### config.mk
export PLATFORM = sky130hd
export DESIGN_NAME = clock_gen_event_status_regs
export DESIGN_NICKNAME = d
export VERILOG_FILES = /design/src/hw/clock_gen_event_pkg.sv /design/src/hw/clock_gen_event_status_regs.sv
export VERILOG_INCLUDE_DIRS = /design/src /design/src/hw
export SDC_FILE = /design/constraint.sdc
export NUM_CORES = 1
export LEC_CHECK = 0
export CELL_PAD_IN_SITES_DETAIL_PLACEMENT = 0
export CELL_PAD_IN_SITES_GLOBAL_PLACEMENT = 1
export CORE_MARGIN = 5
export CORE_UTILIZATION = 51
export CTS_CLUSTER_DIAMETER = 120
export DETAILED_ROUTE_END_ITERATION = 10
export DONT_BUFFER_PORTS = 1
export PLACE_DENSITY = 0.8
export SLEW_MARGIN = 10
export SYNTH_ARGS = -nofsm -noshare
export SYNTH_HDL_FRONTEND = slang
export SYNTH_SLANG_ARGS = --single-unit
export TNS_END_PERCENT = 100
### constraint.sdc
create_clock -name ref_clk -period 2 [get_ports ref_clk]
set_input_delay 0.2 -clock ref_clk [delete_from_list [all_inputs] [get_ports ref_clk]]
set_output_delay 0.2 -clock ref_clk [all_outputs]
set_load 0.005 [all_outputs]
### src/hw/clock_gen_event_defs.svh
`ifndef CLOCK_GEN_EVENT_DEFS_SVH
`define CLOCK_GEN_EVENT_DEFS_SVH

// register offsets
`define OFF_IDENTITY      8'h00
`define OFF_REF_STATUS    8'h02
`define OFF_LOOP_STATUS   8'h03
`define OFF_REF_MASK      8'h04
`define OFF_LOOP_MASK     8'h05
`define OFF_RAW_MON       8'h07
`define OFF_IND_MASK      8'h09
`define OFF_REVISION_HI   8'hC6
`define OFF_GPIO_SEL      8'hE8

// reset values
`define RST_REF_MASK      8'h00
`define RST_LOOP_MASK     8'h00
`define RST_IND_MASK      8'h66
`define RST_REVISION_HI   8'h03
`define RST_GPIO_SEL      8'h10

// identity field positions
`define ID_PART_LSB       0
`define ID_REV_LSB        5
`define ID_READY_BIT      7

// loop status bit positions
`define LOOP_HOLDOVER_BIT 0
`define LOOP_UNLOCK_BIT   1

// raw monitor: four indicators per input, input 1 starts at bit 4
`define MON_PER_INPUT     4
`define MON_SIGNAL_ABSENT 0
`define MON_SINGLE_PERIOD 1
`define MON_ROUGH_RATE    2
`define MON_SOAK_TIMER    3

// readiness timing: ready within 50 ms, host waits 40 ms
`define READY_MAX_MS      50
`define HOST_WAIT_MS      40
`define CLK_HZ            40000000
`define INIT_MS           45

`endif

### src/hw/clock_gen_event_pkg.sv
`default_nettype none

package clock_gen_event_pkg;

  typedef struct packed {
    logic       wr;
    logic       rd;
    logic [7:0] addr;
    logic [7:0] wdata;
  } reg_req_t;

  typedef struct packed {
    logic signal_absent;
    logic single_period;
    logic rough_rate;
    logic soak_timer;
  } monitor_t;

  typedef enum logic [1:0] {
    ST_INIT  = 2'b01,
    ST_READY = 2'b10
  } init_state_t;

endpackage : clock_gen_event_pkg

`default_nettype wire

### src/hw/clock_gen_event_status_regs.sv
// Overview of operation
// - ready bit, identity bit 7, goes high after internal initialisation
// - ready rises no later than 50 ms after reset release
// - identity holds part code 4:0, low revision 6:5; high revision at 0xC6
// - reference 0 failure sets status bit 0 when its mask bit set
// - any set status bit drives interrupt request high
// - reference 1 failure sets status bit 1 under its own mask
// - holdover sets loop status bit 0 when holdover mask set
// - loss of lock sets loop status bit 1 when unlock mask set
// - reference mask zero blocks recording and interrupt
// - loop mask zero blocks recording and interrupt
// - external signal-absent input latches its raw indicator
// - signal-absent input taken from any selectable general pin
// - single-period failure latches its raw indicator
// - rough rate failure latches its raw indicator
// - soak timer expiry latches its raw indicator
// - raw indicators latch regardless of any mask
// - raw register: input 0 in bits 3:0, input 1 in bits 7:4
// - indicator mask at 0x09 selects contributors, raw register unaffected
//
// The strobed register port is this design's own decision.
`include "clock_gen_event_defs.svh"
`default_nettype none

module clock_gen_event_status_regs #(
  parameter int GPIO_PINS = 7,
  parameter int INIT_MS   = `INIT_MS,
  parameter int CLK_HZ    = `CLK_HZ,
  parameter logic [4:0] PART_CODE = 5'h15, // arbitrary value
  parameter logic [1:0] REV_LOW   = 2'h1   // arbitrary value
) (
  input  wire logic                            ref_clk,
  input  wire logic                            rstn,
  input  wire clock_gen_event_pkg::reg_req_t   reg_req,
  output logic [7:0]                           reg_rdata,
  input  wire logic [GPIO_PINS-1:0]            gpio_in,
  input  wire clock_gen_event_pkg::monitor_t   input0_mon,
  input  wire clock_gen_event_pkg::monitor_t   input1_mon,
  input  wire logic                            loop_holdover,
  input  wire logic                            loop_unlock_event,
  output logic                                 irq
);

  localparam int INIT_CYCLES = (CLK_HZ / 1000) * INIT_MS;
  localparam int MAX_CYCLES  = (CLK_HZ / 1000) * `READY_MAX_MS;
  localparam int CW          = $clog2(INIT_CYCLES + 1);

  // the 3-bit pin selects cannot reach more than eight pins
  if (GPIO_PINS < 1 || GPIO_PINS > 8) begin : g_bad_pins
    $error("GPIO_PINS must be 1..8");
  end
  // a longer start-up would break the ready promise
  if (INIT_CYCLES < 1 || INIT_CYCLES > MAX_CYCLES) begin : g_bad_init
    $error("INIT_MS must give 1 cycle up to the 50 ms bound");
  end

  function automatic logic hit(input logic [7:0] a, input logic [7:0] off);
    hit = (a == off);
  endfunction : hit

  function automatic logic [3:0] pack_mon(
    input clock_gen_event_pkg::monitor_t m);
    pack_mon = {m.soak_timer, m.rough_rate, m.single_period,
                m.signal_absent};
  endfunction : pack_mon

  logic [7:0] addr;
  logic       wr;
  logic       rd;
  assign addr = reg_req.addr;
  assign wr   = reg_req.wr;
  assign rd   = reg_req.rd;

  // ---------------- initialisation / ready ----------------
  clock_gen_event_pkg::init_state_t state_q;
  logic [CW-1:0]                    init_cnt_q;
  logic                             init_done;

  // the counter stops at its end value so it never wraps back
  assign init_done = (init_cnt_q == CW'(INIT_CYCLES - 1));

  always_ff @(posedge ref_clk or negedge rstn) begin
    if (!rstn) begin
      state_q <= clock_gen_event_pkg::ST_INIT;
    end else begin
      case (state_q)
        clock_gen_event_pkg::ST_INIT: begin
          if (init_done) begin
            state_q <= clock_gen_event_pkg::ST_READY;
          end
        end
        clock_gen_event_pkg::ST_READY: begin
          state_q <= clock_gen_event_pkg::ST_READY;
        end
        default: begin
          state_q <= clock_gen_event_pkg::ST_INIT;
        end
      endcase
    end
  end

  always_ff @(posedge ref_clk or negedge rstn) begin
    if (!rstn) begin
      init_cnt_q <= '0;
    end else if (state_q == clock_gen_event_pkg::ST_INIT && !init_done) begin
      init_cnt_q <= init_cnt_q + CW'(1);
    end
  end

  logic ready;
  assign ready = (state_q == clock_gen_event_pkg::ST_READY);

  // ---------------- writable registers ----------------
  logic [7:0] ref_mask_q;
  logic [7:0] loop_mask_q;
  logic [7:0] ind_mask_q;
  logic [7:0] gpio_sel_q;
  logic       ref_mask_we;
  logic       loop_mask_we;
  logic       ind_mask_we;
  logic       gpio_sel_we;

  assign ref_mask_we  = wr && hit(addr, `OFF_REF_MASK);
  assign loop_mask_we = wr && hit(addr, `OFF_LOOP_MASK);
  assign ind_mask_we  = wr && hit(addr, `OFF_IND_MASK);
  assign gpio_sel_we  = wr && hit(addr, `OFF_GPIO_SEL);

  // reference mask; reserved bits kept zero
  always_ff @(posedge ref_clk or negedge rstn) begin
    if (!rstn) begin
      ref_mask_q <= `RST_REF_MASK;
    end else if (ref_mask_we) begin
      ref_mask_q <= {6'h0, reg_req.wdata[1:0]};
    end
  end

  // loop mask; reserved bits kept zero
  always_ff @(posedge ref_clk or negedge rstn) begin
    if (!rstn) begin
      loop_mask_q <= `RST_LOOP_MASK;
    end else if (loop_mask_we) begin
      loop_mask_q <= {6'h0, reg_req.wdata[1:0]};
    end
  end

  // indicator mask, all eight bits live
  always_ff @(posedge ref_clk or negedge rstn) begin
    if (!rstn) begin
      ind_mask_q <= `RST_IND_MASK;
    end else if (ind_mask_we) begin
      ind_mask_q <= reg_req.wdata;
    end
  end

  // pin select; bits 3 and 7 unused
  always_ff @(posedge ref_clk or negedge rstn) begin
    if (!rstn) begin
      gpio_sel_q <= `RST_GPIO_SEL;
    end else if (gpio_sel_we) begin
      gpio_sel_q <= {1'b0, reg_req.wdata[6:4], 1'b0, reg_req.wdata[2:0]};
    end
  end

  // ---------------- pin synchronisers ----------------
  // three stages; a change counts once stages two and three agree
  logic [GPIO_PINS-1:0] gp_s1_q;
  logic [GPIO_PINS-1:0] gp_s2_q;
  logic [GPIO_PINS-1:0] gp_s3_q;
  logic [GPIO_PINS-1:0] gp_q;

  always_ff @(posedge ref_clk or negedge rstn) begin
    if (!rstn) begin
      gp_s1_q <= '0;
      gp_s2_q <= '0;
      gp_s3_q <= '0;
      gp_q    <= '0;
    end else begin
      gp_s1_q <= gpio_in;
      gp_s2_q <= gp_s1_q;
      gp_s3_q <= gp_s2_q;
      gp_q    <= (gp_s2_q & gp_s3_q) | (gp_q & (gp_s2_q | gp_s3_q));
    end
  end

  logic [2:0] sel0;
  logic [2:0] sel1;
  logic       los0;
  logic       los1;
  assign sel0 = gpio_sel_q[2:0];
  assign sel1 = gpio_sel_q[6:4];
  assign los0 = (int'(sel0) < GPIO_PINS) ? gp_q[sel0] : 1'b0;
  assign los1 = (int'(sel1) < GPIO_PINS) ? gp_q[sel1] : 1'b0;

  // ---------------- raw monitor register ----------------
  // bit layout per input
  logic [7:0] raw_in;
  assign raw_in = {pack_mon(input1_mon) | {3'b000, los1},
                   pack_mon(input0_mon) | {3'b000, los0}};

  logic [3:0] raw0_q;
  logic [3:0] raw1_q;
  logic [7:0] raw_word;
  logic       raw_rd;
  assign raw_rd   = rd && hit(addr, `OFF_RAW_MON);
  assign raw_word = {raw1_q, raw0_q};

  // input 0 nibble, unmasked, set wins over clear
  always_ff @(posedge ref_clk or negedge rstn) begin
    if (!rstn) begin
      raw0_q <= 4'h0;
    end else begin
      raw0_q <= (raw_rd ? 4'h0 : raw0_q) | raw_in[3:0];
    end
  end

  always_ff @(posedge ref_clk or negedge rstn) begin
    if (!rstn) begin
      raw1_q <= 4'h0;
    end else begin
      raw1_q <= (raw_rd ? 4'h0 : raw1_q) | raw_in[7:4];
    end
  end

  // ---------------- reference failure status ----------------
  // indicator mask chooses contributors
  logic [1:0] ref_fail;
  genvar gi;
  generate
    for (gi = 0; gi < 2; gi++) begin : g_ref
      assign ref_fail[gi] =
        |(raw_in[gi*`MON_PER_INPUT +: `MON_PER_INPUT] &
          ind_mask_q[gi*`MON_PER_INPUT +: `MON_PER_INPUT]);
    end
  endgenerate

  logic       ref0_stat_q;
  logic       ref1_stat_q;
  logic [1:0] ref_stat;
  logic       ref_rd;
  assign ref_rd   = rd && hit(addr, `OFF_REF_STATUS);
  assign ref_stat = {ref1_stat_q, ref0_stat_q};

  // input 0 sticky bit; a set in the read cycle survives
  always_ff @(posedge ref_clk or negedge rstn) begin
    if (!rstn) begin
      ref0_stat_q <= 1'b0;
    end else begin
      ref0_stat_q <= (ref0_stat_q & ~ref_rd) | (ref_fail[0] & ref_mask_q[0]);
    end
  end

  // input 1 sticky bit, same scheme
  always_ff @(posedge ref_clk or negedge rstn) begin
    if (!rstn) begin
      ref1_stat_q <= 1'b0;
    end else begin
      ref1_stat_q <= (ref1_stat_q & ~ref_rd) | (ref_fail[1] & ref_mask_q[1]);
    end
  end

  // ---------------- loop event status ----------------
  logic [1:0] loop_ev;
  logic       hold_stat_q;
  logic       unlock_stat_q;
  logic [1:0] loop_stat;
  logic       loop_rd;
  assign loop_ev[`LOOP_HOLDOVER_BIT] = loop_holdover;
  assign loop_ev[`LOOP_UNLOCK_BIT]   = loop_unlock_event;
  assign loop_rd = rd && hit(addr, `OFF_LOOP_STATUS);
  assign loop_stat[`LOOP_HOLDOVER_BIT] = hold_stat_q;
  assign loop_stat[`LOOP_UNLOCK_BIT]   = unlock_stat_q;

  // holdover sticky bit, read clears, set wins
  always_ff @(posedge ref_clk or negedge rstn) begin
    if (!rstn) begin
      hold_stat_q <= 1'b0;
    end else begin
      hold_stat_q <= (hold_stat_q & ~loop_rd) |
                     (loop_ev[`LOOP_HOLDOVER_BIT] &
                      loop_mask_q[`LOOP_HOLDOVER_BIT]);
    end
  end

  // loss of lock sticky bit, same scheme
  always_ff @(posedge ref_clk or negedge rstn) begin
    if (!rstn) begin
      unlock_stat_q <= 1'b0;
    end else begin
      unlock_stat_q <= (unlock_stat_q & ~loop_rd) |
                       (loop_ev[`LOOP_UNLOCK_BIT] &
                        loop_mask_q[`LOOP_UNLOCK_BIT]);
    end
  end

  // interrupt request
  // registered so the line never glitches while status bits change;
  // it follows the status one cycle late
  always_ff @(posedge ref_clk or negedge rstn) begin
    if (!rstn) begin
      irq <= 1'b0;
    end else begin
      irq <= (|ref_stat) | (|loop_stat);
    end
  end

  // ---------------- read data ----------------
  logic [7:0] rdata_d;

  // read mux; reserved and unmapped read zero
  always_comb begin
    rdata_d = 8'h00;
    case (addr)
      `OFF_IDENTITY:    rdata_d = {ready, REV_LOW, PART_CODE};
      `OFF_REF_STATUS:  rdata_d = {6'h00, ref_stat};
      `OFF_LOOP_STATUS: rdata_d = {6'h00, loop_stat};
      `OFF_REF_MASK:    rdata_d = ref_mask_q;
      `OFF_LOOP_MASK:   rdata_d = loop_mask_q;
      `OFF_RAW_MON:     rdata_d = raw_word;
      `OFF_IND_MASK:    rdata_d = ind_mask_q;
      `OFF_REVISION_HI: rdata_d = `RST_REVISION_HI;
      `OFF_GPIO_SEL:    rdata_d = gpio_sel_q;
      default:          rdata_d = 8'h00;
    endcase
  end

  always_ff @(posedge ref_clk or negedge rstn) begin
    if (!rstn) begin
      reg_rdata <= 8'h00;
    end else if (rd) begin
      reg_rdata <= rdata_d;
    end else begin
      reg_rdata <= 8'h00;
    end
  end

endmodule : clock_gen_event_status_regs

`default_nettype wire

==> results of run 1 <==
-- registers in the layout, indices dropped and copies added, names as in the netlist --
signal,count
gp_q,7
gp_s1_q,7
ref1_stat_q,1
gpio_sel_q,6
gp_s2_q,7
loop_mask_q,2
irq,1
ref0_stat_q,1
ref_mask_q,2
unlock_stat_q,1
gp_s3_q,7
reg_rdata,8
hold_stat_q,1
raw0_q,4
ind_mask_q,8
state_q,2
raw1_q,4
init_cnt_q,21
-- cells in the mapped netlist (6+ instances only) --
cell type	number	area [um^2]
nand3_1	11	55.1
o211ai_1	6	45.0
a21o_1	6	45.0
nand2_1	8	30.0
xnor2_1	16	140
mux2_2	20	225
nand4_1	6	37.5
dfrtp_1	84	2100
dfstp_2	6	158
and3_1	11	68.8
a22oi_1	7	52.6
maj3_1	7	70.1
-- path summary, 6_finish.rpt --
| path | slack, ns | end | cells after the start | from |
|---|---|---|---|---|
| setup / recovery | 0.20 | raw1_q[0] | 4 | gpio_sel_q[4] |
| hold / removal | -0.46 | gp_s1_q[6] | 0 | rstn |
| setup reg to reg | 0.20 | raw1_q[0] | 4 | gpio_sel_q[4] |
| hold reg to reg | 0.35 | gp_s2_q[6] | 0 | gp_s1_q[6] |
| max in group asynchronous | 2.26 | ind_mask_q[6] | 0 | rstn |
| min in group ref_clk | 0.02 | hold_stat_q | 1 | loop_holdover |
-- per-layer routing --
metal / vias up / GRT usage / wire length [um]
li1: 1168 / - / -
met1: 1259 / 0.248 / 3570
met2: 71 / 0.240 / 3370
met3: 6 / 0.0553 / 541
met4: 0 / 0.0551 / 86
met5: - / 0 / 0
-- critical path, cell delays in order (launching register included) --
cell and delay (ns):
dfstp_2 0.58, mux4_2 0.49, nor2b_1 0.14, a211oi_1 0.26, a21bo_1 0.23
-- layout make-up --
cell class,count,area (um^2),area share
Multi-Input combinational cell,187,1560,0.352
Clock buffer,11,151,0.0342
Timing Repair Buffer,30,283,0.0638
Sequential cell,90,2260,0.510
Inverter,4,15.0,0.00339
Clock inverter,5,37.5,0.00847
Tap cell,99,124,0.0280
-- power by group through the flow --
stage	Combinational, W	Sequential, W	Clock [W]
2_1_floorplan	0.000113	0.00197	0
4_1_cts	0.000164	0.00196	0.00119
3_3_place_gp	0.000118	0.00199	0
6_report	0.000163	0.00196	0.00116
3_5_place_dp	0.000122	0.00200	0
5_1_grt	0.000179	0.00197	0.00128
-- per-stage QoR --
step                area, um^2  setup slack (ns)   util
CTS                       4430             0.170  0.605
global route              4430            0.0703  0.605
floorplan                 3870             0.205      -
global placement          4010             0.216  0.547
finish                    4430             0.196  0.605
detailed placement        4010             0.182  0.547
-- kinds of logic (layout without fill, tap and decap cells) --
group | after synthesis | in the layout | synth area share
AO/OA/AOI/OAI | 52 | 52 | 0.107
AND/OR/NAND/NOR | 77 | 77 | 0.137
multiplexers | 29 | 29 | 0.0885
XOR/XNOR | 19 | 19 | 0.0430
flip-flops | 90 | 90 | 0.584
adder cells (fa/ha/maj) | 10 | 10 | 0.0278
buffers and inverters | 11 | 50 | 0.0132
==> results.sh, run 1 <==
export IMPL_status="finished, violations left"
export IMPL_violations="hold timing"
export IMPL_final_min_clock_period_ns=1.80
export IMPL_p_per_area_nw_per_um2=742
export IMPL_slew_violations=0
export IMPL_final_common_cell="dfrtp_1"
export IMPL_tightest_slew_ns=0.449
export IMPL_drt_pass1_iterations=4
export IMPL_worstPathArrival_ns=2.05
export IMPL_diodes=0
export IMPL_hold_class="input port to async pin"
export IMPL_finalSetupTns_ns=0
export IMPL_cts_made_buffers=9
export IMPL_setup_violations=0
export IMPL_io_pins=46
export IMPL_synth_area_um2=3870
export IMPL_cap_violations=0
export IMPL_grt_pass1_vias=2476
export IMPL_fin_skew_ns=0.00570
export IMPL_cts_sinks=90
export IMPL_yosysWarnings=0
export IMPL_cts_tree="yes"
export IMPL_worstSetupPathType="register to register"
export IMPL_vias=2504
export IMPL_grt_antenna_before_repair=0
export IMPL_p_sw_frac=0.230
export IMPL_place_gp_congestion=0.843
export IMPL_synthFlopType="dfrtp_1"
export IMPL_via_per_inst=5.88
export IMPL_irDropWorstVdd_v=0.000527
export IMPL_die_h_um=97.1
export IMPL_clock_latency_ns=0.35
export IMPL_worst_path_max_fanout=5
export IMPL_slew_headroom=0.698
export IMPL_syn_nets=328
export IMPL_dpl_hpwl_um=5310
export IMPL_cp_end_kind="register"
export IMPL_cts_root_buf="clkbuf_8"
export IMPL_antenna_left=0
export IMPL_grt_start_max_net_pins=91
export IMPL_cts_buffer_depth=2
export IMPL_finalPower_w=0.00329
export IMPL_cp_required_ns=2.25
export IMPL_p_seq_frac=0.597
export IMPL_n_fill_cell=589
export IMPL_finalHoldViolations=90
export IMPL_place_inst=387
export IMPL_rsz0062_at_grt="no"
export IMPL_drt_total_wl_um=7570
export IMPL_whs_ns=-0.464
export IMPL_yosysSeqAreaShare=0.584
export IMPL_dieWidth_um=97.1
export IMPL_grt_pass1_wl_um=12800
export IMPL_rows=31
export IMPL_core_area_um2=7330
export IMPL_synth_distinct_cells=57
export IMPL_hold_buffers=23
export IMPL_port_buffers=0
export IMPL_async_flop_share=1.00
export IMPL_ys_ff_latch=90
export IMPL_cts_setup_buffers=0
export IMPL_instances_no_fill=426
export IMPL_cp_start_kind="register"
export IMPL_synth_cells=288
export IMPL_ctsResizeCount=0
export IMPL_floorplan_die_area_um2=9440
export IMPL_area_delta_synth_final_pct=14.4
export IMPL_synth_edff_count=0
export IMPL_drive_gt1_frac=0.199
export IMPL_p_leak_nw=1.88
export IMPL_cell_internal_pwr_w=0.00253
export IMPL_final_cell_mix="dfrtp_1, dlygate4sd3_1, mux2_2"
export IMPL_drc=0
export IMPL_initial_core_util=0.528
export IMPL_first_iter_violations=143
export IMPL_ctsHtreeMaxLevel=3
export IMPL_avgSynthCellArea_um2=13.4
export IMPL_fmax_mhz=554
export IMPL_power_frac_clock=0.354
export IMPL_grt_use_total=0.170
export IMPL_power_switching_w=0.000758
export IMPL_nets=362
export IMPL_overflow=0
export IMPL_combPwrFrac=0.049
export IMPL_wire_per_inst_um=17.8
export IMPL_fin_crit_sh=0.902
export IMPL_clk_pin_slew_ns=0.08
Note: power is estimated with default switching activity, not from simulation.
==> run 2: changes to the inputs <==
--- a/config.mk
+++ b/config.mk
@@ -9,11 +9,12 @@
 export CELL_PAD_IN_SITES_DETAIL_PLACEMENT = 0
 export CELL_PAD_IN_SITES_GLOBAL_PLACEMENT = 1
 export CORE_MARGIN = 5
-export CORE_UTILIZATION = 51
+export CORE_UTILIZATION = 54
+export CTS_BUF_LIST = sky130_fd_sc_hd__clkbuf_2 sky130_fd_sc_hd__clkbuf_4 sky130_fd_sc_hd__clkbuf_8
 export CTS_CLUSTER_DIAMETER = 120
 export DETAILED_ROUTE_END_ITERATION = 10
 export DONT_BUFFER_PORTS = 1
-export PLACE_DENSITY = 0.8
+export PLACE_DENSITY = 0.84
 export SLEW_MARGIN = 10
 export SYNTH_ARGS = -nofsm -noshare
 export SYNTH_HDL_FRONTEND = slang
==> results.sh, run 2 (same netlist as run 1, synthesis figures left out) <==
export IMPL_status="finished, violations left"
export IMPL_violations="hold timing"
export IMPL_slowest_stage="dfstp_2"
export IMPL_p_sw_frac=0.240
export IMPL_p_per_area_nw_per_um2=734
export IMPL_wire_per_inst_um=17.8
export IMPL_critPathBufInv=0
export IMPL_hold_buffers=24
export IMPL_reg2reg_to="raw1_q[0]"
export IMPL_die_h_um=94.7
export IMPL_antenna_left=0
export IMPL_via_per_inst=5.97
export IMPL_p_leak_nw=1.88
export IMPL_final_cell_mix="dfrtp_1, dlygate4sd3_1, mux2_2"
export IMPL_cts_buffer_depth=2
export IMPL_ctsResizeCount=0
export IMPL_first_iter_violations=136
export IMPL_regArea_um2=2260
export IMPL_finalSetupTns_ns=0
export IMPL_drt_total_wl_um=7570
export IMPL_worstPathArrival_ns=2.08
export IMPL_finalHoldViolations=90
export IMPL_cts_tree="yes"
export IMPL_instances_no_fill=424
export IMPL_critPathMaxStageDelay_ns=0.59
export IMPL_rsz0062_at_grt="no"
export IMPL_cp_start_kind="register"
export IMPL_overflow=0
export IMPL_dieWidth_um=94.7
export IMPL_top_regs="init_cnt_q x21, ind_mask_q x8, reg_rdata x8"
export IMPL_power_switching_w=0.000778
export IMPL_rows=30
export IMPL_whs_ns=-0.467
export IMPL_path_cells="mux4_2 -> nor2b_1 -> a211oi_1 -> a21bo_1"
export IMPL_area_delta_synth_final_pct=14.3
export IMPL_place_inst=384
export IMPL_cpLargestDelayFamily="flip-flops"
export IMPL_largest_reg_flops=21
export IMPL_hold_class="input port to async pin"
export IMPL_n_fill_cell=526
export IMPL_worst_path_stages=4
export IMPL_initial_core_util=0.564
export IMPL_fin_skew_ns=0.00459
export IMPL_cell_internal_pwr_w=0.00247
export IMPL_top_register="init_cnt_q"
export IMPL_worstSetupPathType="register to register"
export IMPL_grt_pass1_vias=2462
export IMPL_slew_violations=0
export IMPL_drc=0
export IMPL_p_seq_frac=0.604
export IMPL_io_pins=46
export IMPL_critPathLaunch="gpio_sel_q[4]"
export IMPL_diodes=0
export IMPL_vias=2532
export IMPL_grt_start_max_net_pins=91
export IMPL_power_frac_clock=0.344
export IMPL_cts_setup_buffers=0
export IMPL_worst_path_max_fanout=5
export IMPL_clk_pin_slew_ns=0.09
export IMPL_grt_pass1_wl_um=12900
export IMPL_cap_violations=0
export IMPL_setup_violations=0
export IMPL_drive_gt1_frac=0.198
export IMPL_cp_required_ns=2.25
export IMPL_tightest_slew_ns=0.561
export IMPL_fin_crit_sh=0.912
export IMPL_floorplan_die_area_um2=8970
export IMPL_cts_root_buf="clkbuf_8"
export IMPL_combPwrFrac=0.051
export IMPL_drt_pass1_iterations=4
export IMPL_finalPower_w=0.00325
export IMPL_cp_end_kind="register"
export IMPL_r2r_slack_ns=0.18
export IMPL_multi_input_area_um2=1560
export IMPL_clock_latency_ns=0.36
export IMPL_ctsHtreeMaxLevel=3
export IMPL_place_gp_congestion=0.866
export IMPL_nets=363
export IMPL_fmax_mhz=548
export IMPL_grt_use_total=0.187
export IMPL_irDropWorstVdd_v=0.000480
export IMPL_timing_rr_start="gpio_sel_q[4]"
export IMPL_crit_end="raw1_q[0]"
export IMPL_cts_sinks=90
export IMPL_final_common_cell="dfrtp_1"
export IMPL_dpl_hpwl_um=5190
export IMPL_cts_made_buffers=9
export IMPL_final_min_clock_period_ns=1.82
export IMPL_core_area_um2=6870
export IMPL_slew_headroom=0.616
export IMPL_port_buffers=0
export IMPL_rr_worst_depth=4
export IMPL_grt_antenna_before_repair=0
==> run 2: routing by layer <==
layer,GRT usage,vias up,part of all wire
met3,0.0566,17,0.083
met1,0.280,1277,0.48
li1,-,1163,-
met4,0.0889,0,0.024
met5,0,-,0
met2,0.245,75,0.41
==> run 2: stage by stage <==
step / setup slack (ns) / util / instance area, um^2
2_1_floorplan: 0.205 / - / 3870
3_3_place_gp: 0.223 / 0.584 / 4010
3_5_place_dp: 0.178 / 0.584 / 4010
4_1_cts: 0.161 / 0.644 / 4430
5_1_grt: 0.0545 / 0.644 / 4430
6_report: 0.175 / 0.644 / 4430
==> run 2: power by group through the flow <==
stage / Clock, W / Combinational [W] / Sequential [W]
5_1_grt: 0.00123 / 0.000182 / 0.00198
3_3_place_gp: 0 / 0.000119 / 0.00199
2_1_floorplan: 0 / 0.000113 / 0.00197
3_5_place_dp: 0 / 0.000122 / 0.00200
4_1_cts: 0.00115 / 0.000165 / 0.00196
6_report: 0.00112 / 0.000167 / 0.00196
==> run 2: how the worst min path moves through the flow <==
stage | from | end | slack (ns)
after floorplan | rstn | gp_q[0] | -0.1
after global placement | rstn | irq | -0.09
after detailed placement | rstn | irq | -0.09
after CTS | rstn | state_q[1] | -0.49
after global routing | rstn | state_q[1] | -0.50
final | rstn | reg_rdata[0] | -0.47
==> run 2: area by class of cell <==
cell class	count	area share
sequential	90	0.511
multi-input combinational	187	0.353
timing repair buffer	31	0.0662
clock buffer	9	0.0280
tap	96	0.0271
clock inverter	7	0.0119
inverter	4	0.00339
==> run 2: worst register-to-register path, delay by kind of cell, from the launching register on <==
family           cells  cell delay, ns
flip-flops           1            0.59
multiplexers         1            0.50
AO/OA/AOI/OAI        2            0.49
AND/OR/NAND/NOR      1            0.14
==> run 3: changes to the inputs <==
--- a/config.mk
+++ b/config.mk
@@ -15,6 +15,7 @@
 export DETAILED_ROUTE_END_ITERATION = 10
 export DONT_BUFFER_PORTS = 1
 export PLACE_DENSITY = 0.84
+export REMOVE_ABC_BUFFERS = 1
 export SLEW_MARGIN = 10
 export SYNTH_ARGS = -nofsm -noshare
 export SYNTH_HDL_FRONTEND = slang
==> results.sh, run 3 (same netlist as run 1, synthesis figures left out) <==
export IMPL_place_gp_congestion=0.873
export IMPL_worstSetupPathType="register to register"
export IMPL_drc=0
export IMPL_rows=30
export IMPL_grt_pass1_wl_um=12800
export IMPL_die_h_um=94.7
export IMPL_tightest_slew_ns=0.510
export IMPL_finalHoldViolations=90
export IMPL_first_iter_violations=154
export IMPL_port_buffers=0
export IMPL_io_pins=46
export IMPL_hold_buffers=23
export IMPL_ctsHtreeMaxLevel=3
export IMPL_overflow=0
export IMPL_grt_antenna_before_repair=0
export IMPL_diodes=0
export IMPL_largest_reg_flops=21
export IMPL_rsz0062_at_grt="no"
export IMPL_cts_setup_buffers=0
export IMPL_cts_sinks=90
export IMPL_fin_crit_sh=0.925
export IMPL_dpl_hpwl_um=5300
export IMPL_timing_rr_start="gpio_sel_q[4]"
export IMPL_top_register="init_cnt_q"
export IMPL_p_per_area_nw_per_um2=764
export IMPL_clock_latency_ns=0.35
export IMPL_status="finished, violations left"
export IMPL_rr_worst_depth=4
export IMPL_dp_slack_ns=0.169
export IMPL_whs_ns=-0.458
export IMPL_cp_start_kind="register"
export IMPL_finalPower_w=0.00340
export IMPL_clk_pin_slew_ns=0.08
export IMPL_grt_start_max_net_pins=91
export IMPL_cts_tree="yes"
export IMPL_violations="hold timing"
export IMPL_hold_class="input port to async pin"
export IMPL_irDropWorstVdd_v=0.000567
export IMPL_setup_violations=0
export IMPL_ctsResizeCount=0
export IMPL_final_common_cell="dfrtp_1"
export IMPL_vias=2514
export IMPL_cp_end_kind="register"
export IMPL_critPathLaunch="gpio_sel_q[4]"
export IMPL_final_min_clock_period_ns=1.85
export IMPL_wire_per_inst_um=18.5
export IMPL_antenna_left=0
export IMPL_grt_pass1_vias=2496
export IMPL_drive_gt1_frac=0.199
export IMPL_core_area_um2=6870
export IMPL_fin_skew_ns=0.0104
export IMPL_area_delta_synth_final_pct=14.9
export IMPL_grt_use_total=0.186
export IMPL_worstPathArrival_ns=2.09
export IMPL_top_regs="init_cnt_q x21, ind_mask_q x8, reg_rdata x8"
export IMPL_cts_made_buffers=9
export IMPL_drt_total_wl_um=7830
export IMPL_worst_path_max_fanout=5
export IMPL_finalSetupTns_ns=0
export IMPL_cp_required_ns=2.24
export IMPL_initial_core_util=0.564
export IMPL_cts_buffer_depth=2
export IMPL_setup_slack_ns=0.150
export IMPL_fmax_mhz=541
export IMPL_slew_headroom=0.652
export IMPL_cap_violations=0
export IMPL_final_cell_mix="dfrtp_1, dlygate4sd3_1, mux2_2"
export IMPL_slew_violations=0
export IMPL_p_leak_nw=1.89
export IMPL_nets=362
export IMPL_dieWidth_um=94.7
export IMPL_via_per_inst=5.94
export IMPL_cts_root_buf="clkbuf_8"
export IMPL_floorplan_die_area_um2=8970
export IMPL_drt_pass1_iterations=5
## run 3: power breakdown
| part | switching [W] | leakage, nW | internal [W] | total (W) |
|---|---|---|---|---|
| combinational | 0.0000569 | 0.682 | 0.000108 | 0.000164 |
| sequential | 0.0000612 | 1.10 | 0.00190 | 0.00196 |
| clock | 0.000614 | 0.106 | 0.000661 | 0.00127 |
| total | 0.000732 | 1.89 | 0.00267 | 0.00340 |
## run 3: final cells by class
class,instances,area (um^2)
clock buffers,12,159
clock inverters,4,51.3
fillers,523,2420
inverters,4,15.0
multi-input cells,187,1560
flip-flops and latches,90,2260
well taps,96,120
repair buffers,30,283
## run 3: metrics by stage
step / instances / area [um^2] / util
final: 423 / 4450 / 0.648
after detailed placement: 384 / 4010 / 0.584
after CTS: 423 / 4450 / 0.648
after global routing: 423 / 4450 / 0.648
after floorplan: 281 / 3840 / -
after global placement: 384 / 4010 / 0.584
## run 3: metal layers
metal	share of wire	vias to the layer above	track usage	wire, um
met5	0	-	0	0
met4	0.0086	0	0.0577	67
met3	0.071	6	0.0510	558
met2	0.46	74	0.281	3570
met1	0.46	1269	0.263	3630
li1	-	1165	-	-
## run 3: worst paths after layout
kind | slack (ns) | to
worst min-delay path | -0.46 | reg_rdata[3]
worst max-delay path | 0.15 | raw1_q[0]
max in group asynchronous | 2.23 | gpio_sel_q[4]
worst max register to register | 0.15 | raw1_q[0]
worst min register to register | 0.35 | gp_s2_q[3]
min in group ref_clk | 0.02 | hold_stat_q
## run 3: critical path, stage by stage (launching register included)
cell and delay [ns]:
dfstp_2 0.59, mux4_2 0.50, nor2b_1 0.14, a211oi_1 0.28
a21bo_1 0.24
